### config.mk
export PLATFORM = sky130hd
export DESIGN_NAME = adc_sequencer_control
export DESIGN_NICKNAME = d
export VERILOG_FILES = /design/src/core/adc_sequencer_control.v
export VERILOG_INCLUDE_DIRS = /design/src /design/src/core
export SDC_FILE = /design/constraint.sdc
export NUM_CORES = 1
export LEC_CHECK = 0
export ABC_AREA = 1
export BUFFER_PORTS_ARGS = -buffer_cell sky130_fd_sc_hd__buf_2
export CORE_MARGIN = 2
export CORE_UTILIZATION = 56
export CTS_CLUSTER_SIZE = 12
export DETAILED_ROUTE_END_ITERATION = 10
export PLACE_DENSITY = 0.87
export SLEW_MARGIN = 20
export SYNTH_ARGS = -nofsm -noshare
export SYNTH_HDL_FRONTEND = slang
export SYNTH_SLANG_ARGS = --single-unit
### constraint.sdc
create_clock -name clk -period 4.2 [get_ports clk]
set_clock_uncertainty 0.1 [all_clocks]
set_input_delay 0.84 -clock clk [delete_from_list [all_inputs] [get_ports clk]]
set_output_delay 0.84 -clock clk [all_outputs]
set_load 0.02 [all_outputs]
### src/core/adc_seq_defines.vh
`ifndef ADC_SEQ_DEFINES_VH
`define ADC_SEQ_DEFINES_VH

// ----------------------------------------------------------------
// Register byte addresses
// ----------------------------------------------------------------
`define ADDR_CONTROL_0      8'h00
`define ADDR_FORMAT_PORT    8'h04
`define ADDR_RESULT_HIGH    8'h08
`define ADDR_RESULT_LOW     8'h0C
`define ADDR_FLAGS          8'h10

// ----------------------------------------------------------------
// Control register 0 fields
// ----------------------------------------------------------------
`define C0_CLK_LO_HI        7
`define C0_CLK_LO_LO        6
`define C0_CHAN_HI          5
`define C0_CHAN_LO          3
`define C0_GO_BIT           2
`define C0_ON_BIT           0

// ----------------------------------------------------------------
// Format and port configuration register fields
// ----------------------------------------------------------------
`define C1_FORMAT_BIT       7
`define C1_CLK_HI_BIT       6
`define C1_PCFG_HI          3
`define C1_PCFG_LO          0

// ----------------------------------------------------------------
// Flag register fields
// ----------------------------------------------------------------
`define FL_DONE_BIT         0
`define FL_INT_EN_BIT       1

// ----------------------------------------------------------------
// Reset values
// ----------------------------------------------------------------
`define RST_CONTROL_0       8'h00
`define RST_FORMAT_PORT     8'h00

// ----------------------------------------------------------------
// Timing counts, in conversion bit periods
// ----------------------------------------------------------------
`define CONV_TAD_COUNT      4'hC
`define POST_WAIT_TAD       2'h2
`define SAR_FIRST_TAD       4'h1
`define SAR_LAST_TAD        4'hA

`endif

### src/core/adc_sequencer_control.v
`timescale 1ns/1ps
`include "adc_seq_defines.vh"
// Function
// - Format bit 1 right-justifies, upper six high bits zero; 0 left-justifies.
// - Three-bit clock code picks osc/2..osc/64 or internal RC clock.
// - Port configuration code decodes which of eight channel pins are analog.
// - Port configuration code also chooses reference sources from channels 3, 2.
// - Any reset forces all analog-capable pins to analog input.
// - Conversions continue in sleep only when using the internal RC clock.
// - Result found by successive approximation, one bit per bit period.
// - Reset returns registers to reset values, converter off, conversion dropped.
// - Completion loads result, clears busy bit, sets done flag.
// - Result pair is never initialised by reset.
// - Two bit periods pass after a conversion before acquisition resumes.
// - Hold capacitor disconnects from input when conversion starts.
// - One conversion takes twelve bit periods, the first one partial on the internal RC clock.
// - Bits 5 and 4 of format register read zero.
// - Setting busy bit while powered starts conversion; hardware clears it.
// - Converter-on bit powers converter up or down.
// - Clearing busy bit mid-conversion aborts; result kept; acquisition restarts later.
// - Three-bit channel select maps codes 0..7 to channels 0..7.
module adc_sequencer_control (
  input  wire        clk,
  input  wire        rstn,
  input  wire        hsel,
  input  wire [31:0] haddr,
  input  wire [1:0]  htrans,
  input  wire        hwrite,
  input  wire [2:0]  hsize,
  input  wire [31:0] hwdata,
  input  wire        hready,
  output wire        hreadyout,
  output wire        hresp,
  output reg  [31:0] hrdata,
  input  wire        sleep_mode,
  input  wire        rc_clock_tick,
  input  wire        comp_above,
  output reg  [9:0]  sar_trial_code,
  output reg         hold_connect,
  output reg         converter_power,
  output reg  [2:0]  channel_select,
  output reg  [7:0]  analog_pin_mask,
  output reg         vref_pos_from_pin,
  output reg         vref_neg_from_pin,
  output reg         conv_done_flag,
  output reg         conv_done_int_enable
);

  // ----------------------------------------------------------------
  // Sequencer states
  // ----------------------------------------------------------------
  localparam [2:0] ST_ACQ  = 3'b001;
  localparam [2:0] ST_CONV = 3'b010;
  localparam [2:0] ST_WAIT = 3'b100;

  // ----------------------------------------------------------------
  // Helper functions
  // ----------------------------------------------------------------
  // Terminal count of the oscillator prescaler for a clock code
  function [5:0] div_last;
    input [2:0] code;
    begin
      case (code)
        3'b000:  div_last = 6'h01;
        3'b100:  div_last = 6'h03;
        3'b001:  div_last = 6'h07;
        3'b101:  div_last = 6'h0F;
        3'b010:  div_last = 6'h1F;
        3'b110:  div_last = 6'h3F;
        default: div_last = 6'h00;
      endcase
    end
  endfunction

  // Analog pin map, bit n is channel n
  function [7:0] pin_map;
    input [3:0] code;
    begin
      case (code)
        4'h0, 4'h1, 4'h8: pin_map = 8'hFF;
        4'h2, 4'h3, 4'hC: pin_map = 8'h1F;
        4'h4, 4'h5:       pin_map = 8'h0B;
        4'h9, 4'hA, 4'hB: pin_map = 8'h3F;
        4'hD:             pin_map = 8'h0F;
        4'hE:             pin_map = 8'h01;
        4'hF:             pin_map = 8'h0D;
        default:          pin_map = 8'h00;
      endcase
    end
  endfunction

  // Negative reference from channel 2 for these codes
  function vref_neg_sel;
    input [3:0] code;
    begin
      vref_neg_sel = (code == 4'h8) | (code == 4'hB) | (code == 4'hC) |
                     (code == 4'hD) | (code == 4'hF);
    end
  endfunction

  // ----------------------------------------------------------------
  // State
  // ----------------------------------------------------------------
  reg  [7:0] control_0_r;
  reg  [7:0] format_port_r;
  reg        done_flag_r;
  reg        int_en_r;
  reg  [9:0] result_r;
  reg  [2:0] state_r;
  reg  [2:0] state_nxt;
  reg  [5:0] pre_cnt_r;
  reg  [3:0] tad_cnt_r;
  reg  [1:0] wait_cnt_r;
  reg  [9:0] sar_r;
  reg  [9:0] bit_r;
  reg        wr_pend_r;
  reg  [7:0] wr_addr_r;

  wire [2:0] clk_code  = {format_port_r[`C1_CLK_HI_BIT],
                          control_0_r[`C0_CLK_LO_HI:`C0_CLK_LO_LO]};
  wire       use_rc    = (clk_code[1:0] == 2'b11);
  wire       conv_on   = control_0_r[`C0_ON_BIT];
  wire       fmt_right = format_port_r[`C1_FORMAT_BIT];
  wire [3:0] pcfg      = format_port_r[`C1_PCFG_HI:`C1_PCFG_LO];

  // Bit-period tick; the oscillator halts in sleep so only the RC clock ticks then
  wire osc_tick = (pre_cnt_r == div_last(clk_code)) & ~sleep_mode;
  wire tad_tick = use_rc ? rc_clock_tick : osc_tick;

  // ----------------------------------------------------------------
  // AHB-Lite slave, zero wait states, always OKAY
  // ----------------------------------------------------------------
  assign hreadyout = 1'b1;
  assign hresp     = 1'b0;

  wire addr_ok  = hsel & hready & htrans[1];
  wire rd_take  = addr_ok & ~hwrite;
  wire wr_take  = addr_ok & hwrite;
  wire wr_c0    = wr_pend_r & (wr_addr_r == `ADDR_CONTROL_0);
  wire wr_c1    = wr_pend_r & (wr_addr_r == `ADDR_FORMAT_PORT);
  wire wr_fl    = wr_pend_r & (wr_addr_r == `ADDR_FLAGS);
  wire wr_go    = hwdata[`C0_GO_BIT];
  wire wr_on    = hwdata[`C0_ON_BIT];

  // Start only from acquisition and if already powered; a go in the wait is dropped
  wire start_req = wr_c0 & wr_go & wr_on & conv_on & (state_r == ST_ACQ);
  wire abort_req = (state_r == ST_CONV) & ((wr_c0 & ~wr_go) | ~conv_on);
  wire finish    = (state_r == ST_CONV) & tad_tick & ~abort_req &
                   (tad_cnt_r == `CONV_TAD_COUNT - 4'h1);

  // Justified views of the stored result
  wire [7:0] res_high = fmt_right ? {6'h00, result_r[9:8]} : result_r[9:2];
  wire [7:0] res_low  = fmt_right ? result_r[7:0] : {result_r[1:0], 6'h00};

  // Address phase captured for the write data phase
  always @(posedge clk or negedge rstn) begin
    if (!rstn) begin
      wr_pend_r <= 1'b0;
      wr_addr_r <= 8'h00;
    end else begin
      wr_pend_r <= wr_take;
      wr_addr_r <= haddr[7:0];
    end
  end

  // Read data registered at the address phase; unmapped reads return zero
  always @(posedge clk or negedge rstn) begin
    if (!rstn) begin
      hrdata <= 32'h0000_0000;
    end else if (rd_take) begin
      case (haddr[7:0])
        `ADDR_CONTROL_0:   hrdata <= {24'h000000, control_0_r[7:2], 1'b0, control_0_r[0]};
        `ADDR_FORMAT_PORT: hrdata <= {24'h000000, format_port_r[7:6], 2'b00,
                                      format_port_r[3:0]};
        `ADDR_RESULT_HIGH: hrdata <= {24'h000000, res_high};
        `ADDR_RESULT_LOW:  hrdata <= {24'h000000, res_low};
        `ADDR_FLAGS:       hrdata <= {30'h0000_0000, int_en_r, done_flag_r};
        default:           hrdata <= 32'h0000_0000;
      endcase
    end
  end

  // ----------------------------------------------------------------
  // Configuration registers
  // ----------------------------------------------------------------
  // Busy bit follows the sequencer; hardware clears it on completion
  always @(posedge clk or negedge rstn) begin
    if (!rstn) begin
      control_0_r   <= `RST_CONTROL_0;
      format_port_r <= `RST_FORMAT_PORT;
    end else begin
      if (wr_c0) begin
        control_0_r[7:3] <= hwdata[7:3];
        control_0_r[0]   <= wr_on;
      end
      if (start_req)
        control_0_r[`C0_GO_BIT] <= 1'b1;
      else if (finish | abort_req)
        control_0_r[`C0_GO_BIT] <= 1'b0;
      control_0_r[1] <= 1'b0;
      if (wr_c1)
        format_port_r <= {hwdata[7:6], 2'b00, hwdata[3:0]};
    end
  end

  // Done flag: completion wins over a software clear in the same cycle
  always @(posedge clk or negedge rstn) begin
    if (!rstn) begin
      done_flag_r <= 1'b0;
      int_en_r    <= 1'b0;
    end else begin
      if (finish)
        done_flag_r <= 1'b1;
      else if (wr_fl)
        done_flag_r <= hwdata[`FL_DONE_BIT];
      if (wr_fl)
        int_en_r <= hwdata[`FL_INT_EN_BIT];
    end
  end

  // Result holds no reset so power-on leaves it unknown
  always @(posedge clk) begin
    if (finish)
      result_r <= sar_r & ~(bit_r & {10{~comp_above}});
  end

  // ----------------------------------------------------------------
  // Bit-period prescaler
  // ----------------------------------------------------------------
  // Restarted at each start so the first bit period is a full one
  always @(posedge clk or negedge rstn) begin
    if (!rstn)
      pre_cnt_r <= 6'h00;
    else if (start_req | osc_tick)
      pre_cnt_r <= 6'h00;
    else if (~sleep_mode)
      pre_cnt_r <= pre_cnt_r + 6'h01;
  end

  // ----------------------------------------------------------------
  // Sequencer
  // ----------------------------------------------------------------
  always @* begin
    state_nxt = state_r;
    case (state_r)
      ST_ACQ: begin
        if (start_req)
          state_nxt = ST_CONV;
      end
      ST_CONV: begin
        if (finish | abort_req)
          state_nxt = ST_WAIT;
      end
      ST_WAIT: begin
        if (tad_tick & (wait_cnt_r == `POST_WAIT_TAD - 2'h1))
          state_nxt = ST_ACQ;
      end
      default: state_nxt = ST_ACQ;
    endcase
  end

  always @(posedge clk or negedge rstn) begin
    if (!rstn) begin
      state_r    <= ST_ACQ;
      tad_cnt_r  <= 4'h0;
      wait_cnt_r <= 2'h0;
      sar_r      <= 10'h000;
      bit_r      <= 10'h000;
    end else begin
      state_r <= state_nxt;
      case (state_r)
        ST_ACQ: begin
          tad_cnt_r  <= 4'h0;
          wait_cnt_r <= 2'h0;
          if (start_req) begin
            sar_r <= 10'h200;
            bit_r <= 10'h200;
          end
        end
        ST_CONV: begin
          wait_cnt_r <= 2'h0;
          if (tad_tick) begin
            tad_cnt_r <= tad_cnt_r + 4'h1;
            // One bit resolved per period, MSB first, last bit one period before completion
            if (tad_cnt_r >= `SAR_FIRST_TAD && tad_cnt_r <= `SAR_LAST_TAD) begin
              if (!comp_above)
                sar_r <= (sar_r & ~bit_r) | (bit_r >> 1);
              else
                sar_r <= sar_r | (bit_r >> 1);
              if (tad_cnt_r != `SAR_LAST_TAD)
                bit_r <= bit_r >> 1;
            end
          end
        end
        ST_WAIT: begin
          tad_cnt_r <= 4'h0;
          if (tad_tick)
            wait_cnt_r <= wait_cnt_r + 2'h1;
        end
        default: begin
          tad_cnt_r  <= 4'h0;
          wait_cnt_r <= 2'h0;
        end
      endcase
    end
  end

  // ----------------------------------------------------------------
  // Analog-side controls
  // ----------------------------------------------------------------
  // Hold switch opens on start and stays open through the post-conversion wait
  always @(posedge clk or negedge rstn) begin
    if (!rstn) begin
      hold_connect         <= 1'b0;
      converter_power      <= 1'b0;
      channel_select       <= 3'h0;
      analog_pin_mask      <= 8'hFF;
      vref_pos_from_pin    <= 1'b0;
      vref_neg_from_pin    <= 1'b0;
      sar_trial_code       <= 10'h000;
      conv_done_flag       <= 1'b0;
      conv_done_int_enable <= 1'b0;
    end else begin
      hold_connect         <= conv_on & (state_nxt == ST_ACQ);
      converter_power      <= conv_on;
      channel_select       <= control_0_r[`C0_CHAN_HI:`C0_CHAN_LO];
      analog_pin_mask      <= pin_map(pcfg);
      vref_pos_from_pin    <= (pcfg == 4'h1) | (pcfg == 4'h3) | (pcfg == 4'h5) |
                              (pcfg == 4'hA) | vref_neg_sel(pcfg);
      vref_neg_from_pin    <= vref_neg_sel(pcfg);
      sar_trial_code       <= sar_r;
      conv_done_flag       <= done_flag_r;
      conv_done_int_enable <= int_en_r;
    end
  end

endmodule

; ---- Word level (Yosys, flattened, before mapping)
; Memory sizes are Yosys's and may differ from the RTL's. A register that Yosys moved wholly into a read port is not among the register bits.
; Index checks and enable logic that the tools add are counted.
; W data, S select, Z words.
[classes]
n_reduce_logical = 10
bitwise_logic = 43
muxes = 28
order_cmp = 2
n_addsub = 3
n_eq_ne = 35
[op_table]
columns = operator, count
row1 = $mux W10, 7
row2 = $pmux W10 S2, 2
row3 = $pmux W8 S5, 1
row4 = $pmux W6 S6, 1
row5 = $and A10 B10 Y10, 3
row6 = $eq A4 B4 Y1 const B, 7
row7 = $not A10 Y10, 2
row8 = $or A10 B9 Y10, 2
row9 = $and A1 B1 Y1, 19
row10 = $eq A8 B3 Y1 const B, 2
row11 = $eq A8 B4 Y1 const B, 2
row12 = $eq A8 B5 Y1 const B, 2
row13 = $logic_not A8 Y1, 2
row14 = $mux W8, 2
row15 = $eq A3 B3 Y1 const B, 4
row16 = $mux W6, 2
row17 = $or A1 B1 Y1, 11
row18 = $eq A3 B1 Y1 const B, 3
row19 = $mux W3, 3
row20 = $pmux W3 S3, 1
row21 = $mux W4, 2
row22 = $add A6 B1 Y6 const B, 1
row23 = $eq A3 B2 Y1 const B, 2
row24 = $eq A6 B6 Y1, 1
row25 = other kinds (21), 37
[word_totals]
n_memories = 1
regBits = 120
inputBits = 77
rom_bits = 128
output_inout_bits = 61
word_cells = 145
[memory_table]
columns = memory, words, width, rd, rd_clocked_by_memory_dff, wr, line_no
row1 = (no name shown), 16, 8, 1, 1, 0, adc_sequencer_control.v:79  ; case (code)

; ---- Depth between registers and ports, before layout
[logic_depth]
ltp_word = 13
ltp_mapped = 15
mapped_depth_nobuf = 14

; ---- Least setup slack after synthesis
; No wires, ideal clock.
[synth_path]
kind = input to register
from = input sleep_mode
to = register result_r[0] (enable)
path_buffers = 0
arrival_ns = 1.866
setup_time_ns = 0.334
cell_stages = 9
slack_ns = 1.900
required_ns = 3.766
path_cell_list = inv_1 -> nand2_1 -> nor2_1 -> nand2_1 -> nor2_2 -> nand3_2 -> nand2_2 -> nand3_2 -> inv_1
[synth_via]
elab_chain_cells = 6
[synth_rtl]
columns = item, line_no
row1 = from (decl), adc_sequencer_control.v:35  ; input wire sleep_mode,
row2 = $not A1 Y1, -
row3 = $and A1 B1 Y1, adc_sequencer_control.v:127  ; wire osc_tick = (pre_cnt_r == div_last(clk_code)) & ~sleep_mode;
row4 = $mux W1, adc_sequencer_control.v:128  ; wire tad_tick = use_rc ? rc_clock_tick : osc_tick;
row5 = $and A1 B1 Y1 (3 in a row), adc_sequencer_control.v:148  ; wire finish = (state_r == ST_CONV) & tad_tick & ~abort_req &
row6 = via finish, adc_sequencer_control.v:148
row7 = to (signal assigned), adc_sequencer_control.v:224  ; result_r <= sar_r & ~(bit_r & {10{~comp_above}});
row8 = to (decl), adc_sequencer_control.v:108  ; reg [9:0] result_r;
; The timed path passes the listed nets, and every way through them passes these cells.
; A chain may end at the register's enable or synchronous reset.

; ---- Worst setup path after layout
[layout_path]
from = register wr_addr_r[7]
to = register bit_r[0]
[layout_via]
elab_chain_cells = 8
[layout_rtl]
columns = item, line_no
row1 = from (decl), adc_sequencer_control.v:117  ; reg [7:0] wr_addr_r;
row2 = from (signal assigned), adc_sequencer_control.v:162  ; wr_addr_r <= haddr[7:0];
row3 = $logic_not A8 Y1 (no source line), -
row4 = $and A1 B1 Y1, adc_sequencer_control.v:139  ; wire wr_c0 = wr_pend_r & (wr_addr_r == `ADDR_CONTROL_0);
row5 = $and A1 B1 Y1 (4 in a row), adc_sequencer_control.v:146  ; wire start_req = wr_c0 & wr_go & wr_on & conv_on & (state_r == ST_ACQ);
row6 = $ne A2 B2 Y1 (no source line), -
row7 = $reduce_and A5 Y1 (no source line), -
row8 = to (signal assigned), adc_sequencer_control.v:291  ; bit_r <= bit_r >> 1;
row9 = to (decl), adc_sequencer_control.v:115  ; reg [9:0] bit_r;
; No other way between the ends.

==> results.txt <==
The run finished with clean final reports. For this configuration, the core starts out at a cell density of 0.5668. The area growth from synthesis to layout is 9.478%. The worst-case vdd ir drop came out at 186.6 uV.

The type of the setup path with the least slack is register to register. The number of core rows is 34. The synthesized design spends more area on one cell type than any other, namely dfrtp_1. Once the clock tree was built, the resizer swapped 0 gates to a different size. The biggest fanout along the worst timing path is 12. The final weighted congestion of routability-driven global placement came out at around 0.9. The sequential cells in the finished layout cover a total of 2638 sq um. The final hold violation count came out at 0. The maximum number of pins on one net before global-route repair came out at 72. The final-layout setup total negative slack came out at 0 ns.

The y dimension of the die came out at 97.27 um. The most repeated library cell on the critical path is nand2_1. The biggest cell delay along the critical path came out at 0.37 ns.

The max-capacitance violation count came out at 0. During synthesis, Yosys emitted a total of 0 warnings. In this run the tightest slew margin relative to its limit is 0.4219. The total design power came out at 1912 uW. The required arrival time at the worst endpoint is 4.36 ns. The sum of net half-perimeters after detailed placement came out at ~7100 um.

The final worst-path cycle share came out at 0.6334. The final critical-path required period came out at 2.660 ns. The insertion delay of the later-clocked pin in the worst-skew pair came out at 0.38 ns. The total overflow left after global routing is 0. The clock net in this run drives a total of 103 sinks.

TritonCTS built the clock tree. The filler cell count in the final layout is just over 700. The synthesized design contains 10 enable-type register cells. The number of buffers added on ports is just under 60. Yosys attributes the largest share of cell area to dfrtp_1, nand2_1, edfxtp_1. The number of antenna violations at the first check in global routing came to 0. The number of library cell types mapped by synthesis came out at 38. In this run, CTS created clock tree buffers numbering 9. The worst hold-check slack came out at roughly 0.31 ns. For this design, the slowest cell found on the critical path is dfrtp_1. No sink is reached through more buffers than the 2 on the longest clock path. The total global-route track usage is 0.2155. The fmax is 0.3759 GHz. The number of vias per cell after detailed routing is between 5 and 6. The async set-reset flop share out of synthesis is 0.9029. The area occupied by multi-input gates came out at 1793 sq um. STA classifies the critical path endpoint as a register. The sequential area share after synthesis is 0.5415. The worst-margin pin slew came out at 0.8672 ns. Among all cell types in the netlist, the one instantiated most often is nand2_1. The via count of the first global-routing pass came out at between 3k and 4k. The H-tree level count is 3.

The total number of nets in the final design is 707. The number of top-level design ports is 138. 0 antenna diodes ended up in the layout. The mean cell area of the mapped netlist is approximately 8.6 sq um. The clock-pin slew on the worst setup and hold paths came out at 0.10 ns. Excluding fillers, the count of instances in the completed layout stands at 737.

STA puts the critical path data arrival time at roughly 2.8 ns. The wire length of the first global-routing pass is 16,390 um. The number of setup violations in the final report came out at 0. The synthesized netlist occupies a cell area of 4871 sq um. The instance count after placement with tap cells included is 721. The number of setup buffers added after CTS is 0.

The worst setup path is launched from a register. The fraction of synthesized cell area taken by the top area cell type came out at 0.4367. The post-detailed-route wirelength per cell came out at 13.24 um.

The die covers 9460 sq um. The number of nets still failing antenna checks after routing is 0. Setup repair after global routing left no endpoint under its margin. The cell chosen for the clock root is clkbuf_8.

The signal on the critical path passes through inv_1 > nand2_1 > nor3_1 > nand2_1 > inv_2 > nand3_1 > nand2_1 > nand2_1 > nor2_4 > nand2_2 > nand2_1 > nand2_1. The number of optimization iterations in the first detailed-route pass is 5. Ranked by instance count, the synthesized netlist is headed by nand2_1, dfrtp_1, inv_1. The share of post-route cells with drive strength above 1 is 0.1574. The number of synthesized register bits came out at 103.

The placeable core region is roughly 8600 sq um. The horizontal die dimension is slightly below 100 um. The static leakage came out at 0.002803 uW. The total detailed-routing wirelength came out at about 9800 um. The power density relative to cell area is 358.6 nW/um^2. The number of pins exceeding their max-slew limit in the final report is 0. The number of remaining DRC errors is 0.

The detailed router finished its first iteration with 193 violations. The hold-fix buffer count after cts came out at 0. The detailed router placed 3,912 vias in this run.

The class of the tightest hold or removal check is register to register. Synthesis handed over a netlist of 565 instances. Among all flip-flop cells after synthesis, the most frequent one is dfrtp_1.
==> worst paths after layout <==
check                                       start                             end  slack (ns)  depth (start not counted)
setup / recovery           wr_addr_r[7]$_DFF_PN0_            bit_r[0]$_DFFE_PN0P_        1.54                         12
hold / removal               sar_r[1]$_DFFE_PN0P_     sar_trial_code[1]$_DFF_PN0_        0.31                          0
setup reg to reg           wr_addr_r[7]$_DFF_PN0_            bit_r[0]$_DFFE_PN0P_        1.54                         12
hold reg to reg              sar_r[1]$_DFFE_PN0P_     sar_trial_code[1]$_DFF_PN0_        0.31                          0
max in group asynchronous                    rstn            bit_r[8]$_DFFE_PN0P_        2.66                          2
min in group asynchronous                    rstn  conv_done_int_enable$_DFF_PN0_        0.46                          1
==> cells by family after synthesis <==
logic type                 count (synthesis)  synth area share
AOI/OAI and AO/OA                         65           0.07193
xor gates and xnor gates                   4          0.007192
adders and majority gates                  6           0.01541
buffers and inverters                    107            0.1089
DFF                                      103            0.5415
muxes                                      2          0.004367
other                                      2          0.001542
and+or+nand+nor                          276            0.2492
==> worst max-delay path: cells and delay by family (launching register included) <==
family | cells | cell delay (ns)
buffers and inverters | 2 | 0.22
DFF | 1 | 0.37
and+or+nand+nor | 10 | 1.86
==> cell usage in the layout, fill, tap and decap left out, types with 4 or more instances in the layout <==
| cell type | instances |
|---|---|
| nand3_1 | 48 |
| xor2_1 | 4 |
| clkbuf_8 | 9 |
| buf_2 | 58 |
| nand4_1 | 15 |
| dfrtp_1 | 85 |
| ha_1 | 6 |
| a21oi_1 | 18 |
| edfxtp_1 | 10 |
| conb_1 | 26 |
| nor3_1 | 6 |
| inv_1 | 66 |
| o21ai_0 | 38 |
| nand2_1 | 161 |
| dfstp_2 | 8 |
| nor2_1 | 32 |
==> metrics by stage <==
step	setup WS, ns	area, sq um	utilization
global route	1.281	5333	0.6206
floorplan	1.900	4961	-
global placement	1.541	5141	0.5983
detailed placement	1.505	5141	0.5983
finish	1.540	5333	0.6206
CTS	1.541	5333	0.6206
==> per-layer routing <==
metal  vias to the layer above  wire (um)  GRT usage
met5                         -          0          0
met4                         0        231    0.07479
met3                        26        587    0.04892
met2                       153       4962     0.3798
met1                      1845       3976     0.2616
li1                       1888          -          -
==> where the power goes <==
group          internal, uW  switching, uW
combinational          74.1            166
sequential             1050           33.8
clock                   230            363
==> flip-flops by register name, indices dropped and copies added, names as in the netlist <==
signal and count:
analog_pin_mask 7, bit_r 10, channel_select 3, control_0_r 7
conv_done_flag 1, conv_done_int_enable 1, converter_power 1, done_flag_r 1
format_port_r 6, hold_connect 1, hrdata 8, int_en_r 1
pre_cnt_r 6, result_r 10, sar_r 10, sar_trial_code 10
state_r 3, tad_cnt_r 4, vref_neg_from_pin 1, vref_pos_from_pin 1
wait_cnt_r 2, wr_addr_r 8, wr_pend_r 1
==> area by class of cell <==
cell class                      count  area share
Clock buffer                        9     0.02323
Sequential cell                   103      0.4946
Timing Repair Buffer               61     0.05866
Tap cell                          108     0.02534
Inverter                           70     0.04927
Clock inverter                      7     0.01267
Multi-Input combinational cell    379      0.3362
(Power assumes the default switching activity.)
